===== config.mk =====
export PLATFORM = sky130hd
export DESIGN_NAME = alpi_panel
export DESIGN_NICKNAME = d
export VERILOG_FILES = /design/src/pkg/alpi_pkg.sv /design/src/hw/alpi_panel.sv
export VERILOG_INCLUDE_DIRS = /design/src /design/src/pkg
export SDC_FILE = /design/constraint.sdc
export NUM_CORES = 1
export LEC_CHECK = 0
export ABC_AREA = 1
export BUFFER_PORTS_ARGS = -buffer_cell sky130_fd_sc_hd__buf_2
export CAP_MARGIN = 20
export CORE_ASPECT_RATIO = 1.25
export CORE_MARGIN = 1.5
export CORE_UTILIZATION = 50
export CTS_CLUSTER_DIAMETER = 150
export DETAILED_ROUTE_END_ITERATION = 10
export PLACE_DENSITY_LB_ADDON = 0.12
export REMOVE_ABC_BUFFERS = 1
export SLEW_MARGIN = 15
export SYNTH_ARGS = -nofsm -noshare
export SYNTH_HDL_FRONTEND = slang
export SYNTH_SLANG_ARGS = --single-unit

===== constraint.sdc =====
create_clock -name core_clk -period 5.85 [get_ports core_clk]
set_clock_uncertainty 0.05 [all_clocks]
set_input_delay 0.2925 -clock core_clk [delete_from_list [all_inputs] [get_ports core_clk]]
set_output_delay 0.2925 -clock core_clk [all_outputs]
set_load 0.1 [all_outputs]

===== src/pkg/alpi_consts.svh =====
`ifndef ALPI_CONSTS_SVH
`define ALPI_CONSTS_SVH

// register byte offsets
`define ALPI_OFF_CTRL 12'h000
`define ALPI_OFF_LATCH 12'h004
`define ALPI_OFF_STAT 12'h008
`define ALPI_OFF_IRQ_STAT 12'h00c
`define ALPI_OFF_IRQ_MASK 12'h010
`define ALPI_OFF_SETPT 12'h014
`define ALPI_OFF_PASS 12'h018
`define ALPI_OFF_MODE 12'h01c

// ctrl field positions
`define ALPI_CTRL_CONFIGURED 0
`define ALPI_CTRL_ALT_SP 1
`define ALPI_CTRL_HOST_SP 2
`define ALPI_CTRL_MANUAL 3
`define ALPI_CTRL_TMR_RUN 4
`define ALPI_CTRL_TMR_HOLD 5

// irq bits
`define ALPI_IRQ_ALARM 0
`define ALPI_IRQ_SP_COMMIT 1
`define ALPI_IRQ_QCFG_OK 2
`define ALPI_IRQ_QCFG_FAIL 3

// reset values
`define ALPI_PASS_RST 8'h04
`define ALPI_SETPT_RST 16'h0000
`define ALPI_LATCH_RST 8'h00

// timing in ms, and cycle counts at 50 MHz
`define ALPI_CLK_HZ 50000000
`define ALPI_FLASH_MS 250
`define ALPI_FLASH_CYC ((`ALPI_CLK_HZ / 1000) * `ALPI_FLASH_MS)
`define ALPI_REPEAT_MS 200
`define ALPI_REPEAT_CYC ((`ALPI_CLK_HZ / 1000) * `ALPI_REPEAT_MS)
`define ALPI_CONFIRM_MS 100
`define ALPI_CONFIRM_CYC ((`ALPI_CLK_HZ / 1000) * `ALPI_CONFIRM_MS)

`endif


===== src/pkg/alpi_pkg.sv =====
package alpi_pkg;

  // alarm latching discipline, two bits per alarm
  typedef enum logic [1:0] {
    ALPI_NONLATCH,
    ALPI_AUTOLATCH,
    ALPI_MANLATCH
  } alpi_latch_e;

  typedef enum logic [1:0] {
    ALPI_BOOT,
    ALPI_QCFG_CODE,
    ALPI_RUN
  } alpi_phase_e;

  typedef enum logic [1:0] {
    ALPI_VIEW_MAIN,
    ALPI_VIEW_PARAM
  } alpi_view_e;

  typedef struct packed {
    logic [3:0] raise;
    logic [3:0] acked;
  } alpi_alarm_s;

  typedef struct packed {
    logic up;
    logic down;
    logic sel;
    logic page;
    logic ack;
  } alpi_btn_s;

  typedef struct packed {
    logic alarm_lamp;
    logic first_output_lamp;
    logic second_output_lamp;
    logic third_output_lamp;
    logic fourth_output_lamp;
    logic alt_setpoint_lamp;
    logic host_setpoint_lamp;
    logic timer_lamp;
    logic manual_lamp;
    logic display_blank;
  } alpi_lamps_s;

endpackage


===== src/hw/alpi_panel.sv =====
// Function
// - non-latching alarm clears with its condition
// - default non-latching; output de-energised in alarm
// - auto-latch holds; early acknowledge remembered
// - manual-latch needs condition gone, then acknowledge
// - alarm flashes lamp and drives outputs
// - acknowledged present alarm lights lamp steadily
// - output lamps follow output states
// - alternate setpoint lamp while alternate used
// - host setpoint lamp; flashes on comms traffic
// - timer lamp steady running, flashing hold
// - manual lamp follows manual mode
// - setpoint committed on release, display flashes
// - select auto-repeats; page returns main view
// - saved mode cleared by reset; power-up always goes to passcode entry
// - page at power-up plus passcode re-enters config
//
// Implementation choices: the placing of the registers and the APB slave port.
`timescale 1ns/1ps
`include "alpi_consts.svh"

module alpi_panel
  import alpi_pkg::*;
#(
  parameter int NALARM = 4,
  parameter int NOUT = 4,
  parameter int FLASH_CYC = `ALPI_FLASH_CYC,
  parameter int REPEAT_CYC = `ALPI_REPEAT_CYC,
  parameter int CONFIRM_CYC = `ALPI_CONFIRM_CYC
)
(
  input wire logic core_clk,
  input wire logic nrst,
  input wire logic psel,
  input wire logic penable,
  input wire logic pwrite,
  input wire logic [11:0] paddr,
  input wire logic [31:0] pwdata,
  output logic [31:0] prdata,
  output logic pready,
  output logic pslverr,
  input wire logic [NALARM-1:0] alarm_cond,
  input wire logic [NOUT-1:0] out_demand,
  input wire logic [NOUT-1:0] out_alarm_sel,
  input wire logic ack_input,
  input wire logic comms_active,
  input wire alpi_btn_s btn,
  output alpi_lamps_s lamps,
  output logic [NOUT-1:0] out_drive,
  output logic [NALARM-1:0] alarm_active,
  output logic [15:0] setpoint,
  output logic param_step,
  output logic qcfg_mode,
  output logic irq
);

  initial
  begin
    if (NALARM < 1 || NALARM > 4 || NOUT != 4)
      $error("alpi_panel: unsupported NALARM/NOUT");
    if (FLASH_CYC < 2 || REPEAT_CYC < 1 || CONFIRM_CYC < 1)
      $error("alpi_panel: bad timing counts");
  end

  // ---------------------------------------------------------------
  // state
  // ---------------------------------------------------------------
  typedef struct packed {
    alpi_phase_e phase;
    alpi_view_e view;
    logic [NALARM-1:0] act;
    logic [NALARM-1:0] acked;
    logic [2*NALARM-1:0] latch_mode;
    logic [7:0] ctrl;
    logic [7:0] saved_mode;
    logic [7:0] passcode;
    logic [7:0] code_entry;
    logic [3:0] irq_stat;
    logic [3:0] irq_mask;
    logic [15:0] setpt;
    logic [15:0] pending_sp;
    logic sp_dirty;
    alpi_btn_s btn_q;
    logic ack_in_q;
    logic [31:0] flash_cnt;
    logic flash;
    logic [31:0] rep_cnt;
    logic [31:0] conf_cnt;
    logic step;
    logic [31:0] rdata;
  } alpi_state_s;

  alpi_state_s st_r;
  alpi_state_s st_nxt;

  logic apb_wr;
  logic apb_rd;
  logic rd_setup;
  logic ack_pulse;
  logic [NALARM-1:0] ack_ok;
  logic any_flash;
  logic any_alarm;
  logic [NOUT-1:0] trip_out;
  logic [3:0] ev;

  assign apb_wr = psel && penable && pwrite;
  assign apb_rd = psel && penable && !pwrite;
  // read data is taken in setup so it stands through the access cycle
  assign rd_setup = psel && !penable && !pwrite;

  // acknowledge: rising edge of panel button or digital input
  assign ack_pulse = (btn.ack && !st_r.btn_q.ack) ||
                     (ack_input && !st_r.ack_in_q);

  // ---------------------------------------------------------------
  // per-alarm latching
  // ---------------------------------------------------------------
  genvar gi;
  generate
    for (gi = 0; gi < NALARM; gi++)
    begin : g_alarm
      always_comb
      begin
        unique case (st_r.latch_mode[2*gi +: 2])
          ALPI_AUTOLATCH: ack_ok[gi] = ack_pulse;
          ALPI_MANLATCH: ack_ok[gi] = ack_pulse &&
                                      !alarm_cond[gi];
          default: ack_ok[gi] = 1'b0;
        endcase
      end
    end
  endgenerate

  assign any_alarm = |st_r.act;
  assign any_flash = |(st_r.act & ~st_r.acked);

  // alarm outputs de-energise while alarm active
  always_comb
  begin
    trip_out = '0;
    for (int i = 0; i < NOUT; i++)
      trip_out[i] = any_alarm;
  end

  always_comb
  begin
    for (int i = 0; i < NOUT; i++)
      out_drive[i] = out_alarm_sel[i] ? !trip_out[i]
                                      : out_demand[i];
  end

  // ---------------------------------------------------------------
  // next state
  // ---------------------------------------------------------------
  always_comb
  begin
    st_nxt = st_r;
    st_nxt.btn_q = btn;
    st_nxt.ack_in_q = ack_input;
    st_nxt.step = 1'b0;
    ev = '0;

    // flash timebase
    if (st_r.flash_cnt >= 32'(FLASH_CYC - 1))
    begin
      st_nxt.flash_cnt = '0;
      st_nxt.flash = !st_r.flash;
    end
    else
      st_nxt.flash_cnt = st_r.flash_cnt + 32'd1;

    // alarm state per discipline
    for (int i = 0; i < NALARM; i++)
    begin
      unique case (st_r.latch_mode[2*i +: 2])
        ALPI_AUTOLATCH, ALPI_MANLATCH:
        begin
          if (alarm_cond[i] && !st_r.act[i])
          begin
            st_nxt.act[i] = 1'b1;
            st_nxt.acked[i] = 1'b0;
          end
          else if (ack_ok[i] && st_r.act[i])
            st_nxt.acked[i] = 1'b1;
          // auto: remembered ack clears once gone
          if (st_r.act[i] && !alarm_cond[i] &&
              (st_r.acked[i] || ack_ok[i]))
          begin
            st_nxt.act[i] = 1'b0;
            st_nxt.acked[i] = 1'b0;
          end
        end
        default:
        begin
          st_nxt.act[i] = alarm_cond[i];
          if (!alarm_cond[i])
            st_nxt.acked[i] = 1'b0;
          else if (ack_pulse && st_r.act[i])
            st_nxt.acked[i] = 1'b1;
        end
      endcase
      if (alarm_cond[i] && !st_r.act[i])
        ev[`ALPI_IRQ_ALARM] = 1'b1;
    end

    // power-up: page held means quick configuration
    unique case (st_r.phase)
      ALPI_BOOT:
      begin
        if (btn.page || !st_r.ctrl[`ALPI_CTRL_CONFIGURED])
        begin
          st_nxt.phase = ALPI_QCFG_CODE;
          st_nxt.code_entry = '0;
        end
        else
        begin
          st_nxt.phase = ALPI_RUN;
          st_nxt.ctrl = st_r.saved_mode;
        end
      end
      ALPI_QCFG_CODE:
      begin
        if (btn.up && !st_r.btn_q.up)
          st_nxt.code_entry = st_r.code_entry + 8'd1;
        if (btn.down && !st_r.btn_q.down)
          st_nxt.code_entry = st_r.code_entry - 8'd1;
        if (btn.sel && !st_r.btn_q.sel)
        begin
          st_nxt.phase = ALPI_RUN;
          if (st_r.code_entry == st_r.passcode)
          begin
            ev[`ALPI_IRQ_QCFG_OK] = 1'b1;
            st_nxt.ctrl[`ALPI_CTRL_CONFIGURED] = 1'b1;
          end
          else
            ev[`ALPI_IRQ_QCFG_FAIL] = 1'b1;
        end
      end
      default:
      begin
        if (btn.page)
          st_nxt.view = ALPI_VIEW_MAIN;
        // select auto-repeats while held
        if (btn.sel && !st_r.btn_q.sel)
        begin
          st_nxt.view = ALPI_VIEW_PARAM;
          st_nxt.step = 1'b1;
          st_nxt.rep_cnt = '0;
        end
        else if (btn.sel)
        begin
          if (st_r.rep_cnt >= 32'(REPEAT_CYC - 1))
          begin
            st_nxt.rep_cnt = '0;
            st_nxt.step = 1'b1;
          end
          else
            st_nxt.rep_cnt = st_r.rep_cnt + 32'd1;
        end
        // setpoint edit on main view
        if (st_r.view == ALPI_VIEW_MAIN && !btn.page)
        begin
          if (btn.up && !st_r.btn_q.up)
          begin
            st_nxt.pending_sp = st_r.pending_sp + 16'd1;
            st_nxt.sp_dirty = 1'b1;
          end
          if (btn.down && !st_r.btn_q.down)
          begin
            st_nxt.pending_sp = st_r.pending_sp - 16'd1;
            st_nxt.sp_dirty = 1'b1;
          end
          if (st_r.sp_dirty && !btn.up && !btn.down)
          begin
            st_nxt.setpt = st_r.pending_sp;
            st_nxt.sp_dirty = 1'b0;
            st_nxt.conf_cnt = 32'(CONFIRM_CYC);
            ev[`ALPI_IRQ_SP_COMMIT] = 1'b1;
          end
        end
      end
    endcase

    if (st_r.conf_cnt != '0)
      st_nxt.conf_cnt = st_r.conf_cnt - 32'd1;

    // register writes
    if (apb_wr)
    begin
      unique case (paddr)
        `ALPI_OFF_CTRL: st_nxt.ctrl = pwdata[7:0];
        `ALPI_OFF_LATCH: st_nxt.latch_mode = pwdata[2*NALARM-1:0];
        `ALPI_OFF_IRQ_MASK: st_nxt.irq_mask = pwdata[3:0];
        `ALPI_OFF_SETPT:
        begin
          st_nxt.setpt = pwdata[15:0];
          st_nxt.pending_sp = pwdata[15:0];
        end
        `ALPI_OFF_PASS: st_nxt.passcode = pwdata[7:0];
        `ALPI_OFF_MODE: st_nxt.saved_mode = pwdata[7:0];
        default: ;
      endcase
    end

    // read data, status read clears, set wins
    st_nxt.rdata = '0;
    if (rd_setup)
    begin
      unique case (paddr)
        `ALPI_OFF_CTRL: st_nxt.rdata = {24'h0, st_r.ctrl};
        `ALPI_OFF_LATCH: st_nxt.rdata = 32'(st_r.latch_mode);
        `ALPI_OFF_STAT:
          st_nxt.rdata = {20'h0, 4'(st_r.acked), 4'(st_r.act),
                          2'h0, 2'(st_r.phase)};
        `ALPI_OFF_IRQ_STAT: st_nxt.rdata = {28'h0, st_r.irq_stat};
        `ALPI_OFF_IRQ_MASK: st_nxt.rdata = {28'h0, st_r.irq_mask};
        `ALPI_OFF_SETPT: st_nxt.rdata = {16'h0, st_r.setpt};
        `ALPI_OFF_PASS: st_nxt.rdata = {24'h0, st_r.passcode};
        `ALPI_OFF_MODE: st_nxt.rdata = {24'h0, st_r.saved_mode};
        default: st_nxt.rdata = '0;
      endcase
    end
    // only the bits reported to the reader are cleared
    if (apb_rd && paddr == `ALPI_OFF_IRQ_STAT)
      st_nxt.irq_stat = st_r.irq_stat & ~st_r.rdata[3:0];
    st_nxt.irq_stat = st_nxt.irq_stat | ev;

    // running mode is copied to saved_mode; reset clears it
    if (st_r.phase == ALPI_RUN && !(apb_wr && paddr == `ALPI_OFF_MODE))
      st_nxt.saved_mode = st_nxt.ctrl;
  end

  // ---------------------------------------------------------------
  // registers
  // ---------------------------------------------------------------
  always_ff @(posedge core_clk or negedge nrst)
  begin
    if (!nrst)
    begin
      st_r <= '0;
      st_r.passcode <= `ALPI_PASS_RST;
      st_r.setpt <= `ALPI_SETPT_RST;
      st_r.latch_mode <= '0;
      st_r.phase <= ALPI_BOOT;
    end
    else
      st_r <= st_nxt;
  end

  // ---------------------------------------------------------------
  // outputs
  // ---------------------------------------------------------------
  assign pready = 1'b1;
  assign pslverr = 1'b0;
  assign prdata = st_r.rdata;
  assign irq = |(st_r.irq_stat & st_r.irq_mask);
  assign alarm_active = st_r.act;
  assign setpoint = st_r.setpt;
  assign param_step = st_r.step;
  assign qcfg_mode = (st_r.phase == ALPI_QCFG_CODE);

  always_comb
  begin
    lamps.alarm_lamp = any_flash ? st_r.flash : any_alarm;
    lamps.first_output_lamp = out_drive[0];
    lamps.second_output_lamp = out_drive[1];
    lamps.third_output_lamp = out_drive[2];
    lamps.fourth_output_lamp = out_drive[3];
    lamps.alt_setpoint_lamp = st_r.ctrl[`ALPI_CTRL_ALT_SP];
    lamps.host_setpoint_lamp = comms_active ? st_r.flash
                               : st_r.ctrl[`ALPI_CTRL_HOST_SP];
    lamps.timer_lamp = st_r.ctrl[`ALPI_CTRL_TMR_HOLD] ? st_r.flash
                       : st_r.ctrl[`ALPI_CTRL_TMR_RUN];
    lamps.manual_lamp = st_r.ctrl[`ALPI_CTRL_MANUAL];
    lamps.display_blank = st_r.conf_cnt != '0;
  end

endmodule


==> results of run 1 <==
-- repair_timing --
item,4_1_cts,5_1_grt
buffers inserted,0,0
hold endpoints to repair,107,0
hold buffers,18,0
-- through the flow --
stage / utilization / cells / hold slack (ps) / area (sq um)
detailed placement: 0.528 / 1903 / 290 / 12600
CTS: 0.572 / 1964 / 10.9 / 13600
global placement: 0.528 / 1903 / 283 / 12600
floorplan: - / 1472 / -53.1 / 11600
finish: 0.572 / 1965 / 41.1 / 13600
global route: 0.572 / 1965 / 35.5 / 13600
-- worst max path at each step --
stage	slack (ps)	to	cells past startpoint
6_report	3330	out_drive[2]	4
5_1_grt	3150	st_r[184]	11
4_1_cts	3330	out_drive[2]	4
3_5_place_dp	3390	st_r[184]	11
3_3_place_gp	3440	st_r[184]	11
2_1_floorplan	1320	lamps[5]	3
-- registers in the layout, summed over array words and instances (netlist names) --
register,count
lamps,2
prdata,16
param_step,1
setpoint,16
alarm_active,4
st_r,172
-- critical path, delay by kind of cell (launching register included) --
| family | cells | cell delay [ps] |
|---|---|---|
| DFF | 1 | 440 |
| and+or+nand+nor | 1 | 390 |
| buffers and inverters | 2 | 610 |
| AOI/OAI and AO/OA | 1 | 210 |
-- layout by cell type, fill, tap and decap left out, types with 34 or more instances in the layout --
cell / instances
nand2_1: 316
nand3_1: 74
dfrtp_1: 210
inv_1: 166
o21ai_0: 71
o21ai_1: 34
o22ai_1: 34
nor2_1: 206
buf_2: 103
a21oi_1: 56
xor2_1: 42
-- layer usage --
| metal | part of all wire | vias to the layer above | track usage |
|---|---|---|---|
| met5 | 0 | - | 0 |
| met3 | 0.043 | 54 | 0.0262 |
| met4 | 0.027 | 0 | 0.0735 |
| li1 | - | 5108 | - |
| met2 | 0.49 | 251 | 0.411 |
| met1 | 0.44 | 4849 | 0.313 |
-- where the power goes --
group	leakage, nW	internal, mW	total (mW)	switching (mW)
registers	2.62	1.65	1.84	0.194
logic	3.32	0.330	1.41	1.08
clock network	0.429	1.04	1.64	0.601
-- cell type report --
type                       count  area, sq um
antenna                        1         2.50
inverter                     180          676
clock inverter                 6          130
multi-input combinational   1081         5670
sequential                   211         5280
fill                        2242        10200
tap                          325          407
clock buffer                  37          741
timing repair buffer         124          726
-- cell families (layout without fill, tap and decap cells) --
group | Yosys count | count (layout) | share of synthesized area
flip-flops | 211 | 211 | 0.435
buffers and inverters | 264 | 347 | 0.105
adder cells (fa/ha/maj) | 21 | 21 | 0.0223
XOR/XNOR | 66 | 66 | 0.0477
multiplexers | 1 | 1 | 0.000825
other | 2 | 27 | 0.000619
AO/OA/AOI/OAI | 247 | 247 | 0.122
AND/OR/NAND/NOR | 720 | 720 | 0.266
==> impl_metrics.csv, run 1 <==
group,metric,value,unit
power_and_ir_drop,powerDensity,359,nW/um^2
yosys,netlist_instances,1532,
setup_path,crit_path_cell_trace,"nor4_1 -> inv_1 -> a21oi_1 -> buf_2",
yosys,synth.area.top_cells,"dfrtp_1 43%, nand2_1 9.8%, nor2_1 6.4%",
clock_network,cts_max_level,1,
yosys,synthFlopType,"dfrtp_1",
floorplanning,initial_core_util,0.510,
grt,grt_usage,0.238,
yosys,async_flop_share,1.00,
floorplanning,die_area,25200,sq um
clock_network,ctsResizeCount,0,
floorplanning,rows,63,
timing,drv_slew,0,
power_and_ir_drop,totalPowerFinal,4.89,mW
clock_network,clockRootBuffer,"clkbuf_16",
timing,fmax,397,MHz
power_and_ir_drop,ir_worst_vdd,432,uV
timing,setup_ws,3330,ps
cells_and_area,nNetsFinal,1711,
setup_path,r2r_slack,3410,ps
min_path,hold_end,"st_r[199]",
clock_network,clock_sinks,211,
floorplanning,die_h,177,um
floorplanning,pin_count,139,
floorplanning,dieWidth,142,um
min_path,hold_depth,3,
clock_network,numCtsBuffers,24,
flow_run,drv_cap,0,
yosys,yosysWarnings,0,
timing,setup_violations,0,
yosys,yosys-top-cells-count,"316 x nand2_1, 210 x dfrtp_1, 206 x nor2_1",
timing,rsz0062_at_grt,"false",
setup_path,worstPathMaxFanout,5,
setup_path,rr_worst_depth,11,
drt,detail_route.wl_per_cell,14.9,um
timing,period_share,0.431,
yosys,yosysMostFrequentCell,"nand2_1",
place,gp_congestion,0.871,
cells_and_area,drive_gt1_frac,0.137,
setup_path,critical_path.startpoint_type,"register",
drt,totalWireLength,29300,um
grt,grt_overflow_total,0,
setup_path,r2r_end,"st_r[184]",
place,preCtsSetupSlack,3390,ps
grt,first_global_vias,9878,
drt,drt-initial-drc-count,666,
drt,route.detailed.drc,0,
grt,antenna_found_initial,1,
yosys,synth_cell_types,58,
drt,antenna_left,0,
setup_path,criticalPathCategory,"register to output pin",
yosys,avgSynthCellArea,7.92,sq um
setup_path,cp.arrival,2180,ps
cells_and_area,area_growth_syn_to_layout,12.3,%
yosys,synth_seq_cells,211,
yosys,syn_area,12100,sq um
setup_path,crit_slowest_cell,"buf_2",
floorplanning,core_area,23800,sq um
place,numPortBuffers,104,
yosys,synth-edff-count,0,
timing,worst_pin_slew,853,ps
drt,vias,10300,
place,hpwl,21300,um
timing,tns,0,ps
min_path,hold_class,"input pin to register",
drt,viasPerCell,5.22,
timing,max_slew_margin,0.432,
grt,grt_pass1_wl,48400,um
timing,hold_viol,0,
clock_network,clk_pin_slew_worst_paths,60,ps
yosys,yosysSeqAreaShare,0.435,
clock_network,cts_tree,"built",
setup_path,cpPeakStageDelay,460,ps
drt,drtPass1Iterations,6,
setup_path,critPathRequiredTime,5510,ps
yosys,synth_top_area_frac,0.433,
setup_path,end_kind,"output pin",
clock_network,cts_buffer_depth,3,
timing,finalCriticalPeriod,2520,ps
yosys,yosys.area.top_type,"dfrtp_1",
clock_network,worstSkewPairLatency,520,ps
power_and_ir_drop,p_leak,6.37,nW
setup_path,reg2reg_from,"st_r[134]",
grt,grt_start_max_net_pins,85,
status,status,"completed",
setup_path,crit_start,"alarm_active[2]",
min_path,hp-start,"pwdata[6]",
No activity file was read; power rests on OpenSTA's default activity.
==> run 2: changes to the inputs <==
clock period = 2.1 ns   (was 5.85 ns; I/O delays follow)
==> run 2 against run 1 <==
Sequential power grew to 2.8 times the previous value. Wire length grew 3.5%. Register-to-register slack lost 3200 ps. Critical path type unchanged.
==> impl_metrics.csv, run 2 (synthesis gave the netlist of run 1 again) <==
group,metric,value,unit
drt,route.detailed.drc,0,
setup_path,end_kind,"output pin",
clock_network,cts_max_level,1,
cells_and_area,top_register,"st_r",
power_and_ir_drop,p_leak,6.58,nW
timing,fmax,487,MHz
grt,grt_pass1_wl,49100,um
min_path,hold_class,"input pin to register",
power_and_ir_drop,sw_frac_of_total,0.397,
timing,rsz0062_at_grt,"true",
floorplanning,pin_count,139,
place,numPortBuffers,104,
floorplanning,initial_core_util,0.510,
setup_path,crit_path_cell_trace,"nor4_4 -> inv_2 -> a21oi_4 -> buf_8",
floorplanning,core_area,23800,sq um
min_path,hold_depth,4,
setup_path,critPathTopFamily,"flip-flops",
drt,antenna_left,0,
clock_network,clock_sinks,211,
drt,vias,10500,
setup_path,criticalPathCategory,"register to output pin",
grt,antenna_found_initial,0,
clock_network,worstSkewPairLatency,510,ps
timing,setup_violations,0,
timing,hold_viol,0,
power_and_ir_drop,switchingPower,5.27,mW
timing,worst_pin_slew,538,ps
cells_and_area,mostFrequentLayoutCell,"nand2_1",
timing,max_slew_margin,0.640,
setup_path,worstPathMaxFanout,5,
cells_and_area,nNetsFinal,1756,
floorplanning,rows,63,
drt,dr_wl_met3,1270,um
timing,drv_slew,0,
cells_and_area,n_fill_cell,2278,
cells_and_area,area_growth_syn_to_layout,16.5,%
power_and_ir_drop,pwr-share-seq,0.388,
drt,drtPass1Iterations,5,
timing,finalCriticalPeriod,2050,ps
power_and_ir_drop,ir_worst_vdd,936,uV
place,gp_congestion,0.881,
setup_path,critical_path.startpoint_type,"register",
grt,grt_overflow_total,0,
drt,viasPerCell,5.23,
cells_and_area,largest_reg_flops,172,
cells_and_area,drive_gt1_frac,0.167,
power_and_ir_drop,p_comb_frac,0.305,
setup_path,critPathRequiredTime,1950,ps
cells_and_area,diodes,0,
setup_path,r2r_slack,170,ps
setup_path,cp_num_cells,4,
setup_path,rr_worst_depth,10,
grt,grt_usage,0.243,
clock_network,clk_pin_slew_worst_paths,70,ps
clock_network,numCtsBuffers,23,
power_and_ir_drop,clkPwrFrac,0.307,
clock_network,cts_tree,"built",
grt,grt_start_max_net_pins,67,
floorplanning,die_h,177,um
drt,detail_route.wl_per_cell,15.1,um
timing,period_share,0.978,
floorplanning,dieWidth,142,um
setup_path,cp.arrival,1900,ps
clock_network,clockRootBuffer,"clkbuf_16",
cells_and_area,stdcell_count,2008,
drt,met2_wirelength,15300,um
power_and_ir_drop,p_int,8.01,mW
grt,first_global_vias,9892,
setup_path,crit_slowest_cell,"dfrtp_1",
drt,drt-initial-drc-count,611,
timing,tns,0,ps
floorplanning,die_area,25200,sq um
setup_path,cpPeakStageDelay,450,ps
place,dp.cells,1937,
drt,totalWireLength,30300,um
status,status,"completed",
cells_and_area,final_cell_mix,"314 x nand2_1, 209 x dfrtp_1, 199 x nor2_1, 163 x inv_1, 93 x buf_2",
place,hpwl,22300,um
power_and_ir_drop,powerDensity,939,nW/um^2
flow_run,drv_cap,0,
drt,highest_layer,"met4",
timing,timing.hold.ws,20.0,ps
setup_path,crit_buf_inv,2,
drt,drt-met1-wl,13200,um
clock_network,cts_buffer_depth,3,
## run 2: changes by cell type in the layout (fill, tap and decap cells not counted), moves of 4 or more
cell	before	now
buf_2	103	93
a21oi_1	56	52
nor2_4	6	10
dlygate4sd3_1	18	28
buf_4	2	35
a21oi_4	1	5
nor2_1	206	199
buf_12	0	5
buf_8	1	7
clkinvlp_4	0	4
## run 2: power by group through the flow
| stage | clock [mW] | sequential (mW) | combinational (mW) |
|---|---|---|---|
| 2_1_floorplan | 0 | 6.24 | 1.93 |
| 3_3_place_gp | 0 | 5.19 | 3.90 |
| 3_5_place_dp | 0 | 5.20 | 3.96 |
| 4_1_cts | 4.17 | 5.13 | 4.04 |
| 5_1_grt | 4.36 | 5.21 | 4.36 |
| 6_report | 4.07 | 5.15 | 4.05 |
## run 2: layout make-up
cell class / count / area, sq um / area share
clock buffers: 29 / 638 / 0.0451
clock inverters: 12 / 124 / 0.00876
inverters: 180 / 676 / 0.0478
multi-input cells: 1081 / 5770 / 0.408
flip-flops and latches: 211 / 5280 / 0.374
well taps: 325 / 407 / 0.0288
repair buffers: 170 / 1240 / 0.0874
## run 2: what timing repair did
action                                 4_1_cts  5_1_grt
gates cloned                                 0        0
setup endpoints to repair                   10       25
hold buffers                                28        0
pin swaps                                    0        1
buffers inserted                             0        2
resized for setup                           28       30
endpoints found under the hold margin      296        0
## run 2: per-layer routing
layer | up-vias | GRT usage
li1 | 5196 | -
met1 | 5046 | 0.319
met2 | 220 | 0.426
met3 | 44 | 0.0284
met4 | 0 | 0.0640
met5 | - | 0
## run 2: worst register-to-register path, stage by stage, from the launching register on
cell and delay, ps:
dfrtp_1 420, nor2_2 150, nand2_1 90, nor2_1 160, nand2_1 120, inv_1 80, nand3_1 290, inv_1 200
nor2_1 80, nand2_1 70, xor2_1 150
## run 2: stage by stage
step,total power [mW],util,area (sq um),worst slack (ps)
6_report,13.3,0.594,14100,47.2
5_1_grt,13.9,0.594,14100,-33.0
3_3_place_gp,9.09,0.541,12900,139
2_1_floorplan,8.17,-,11600,-2250
3_5_place_dp,9.16,0.541,12900,129
4_1_cts,13.3,0.588,14000,9.09
## run 2: path summary, 6_finish.rpt
| path | startpoint | endpoint |
|---|---|---|
| hold / removal | paddr[2] | prdata[10] |
| max in group asynchronous | nrst | st_r[138] |
| setup reg to reg | st_r[55] | st_r[58] |
| hold reg to reg | st_r[98] | st_r[98] |
| min in group asynchronous | nrst | st_r[74] |
| setup / recovery | alarm_active[3] | out_drive[2] |
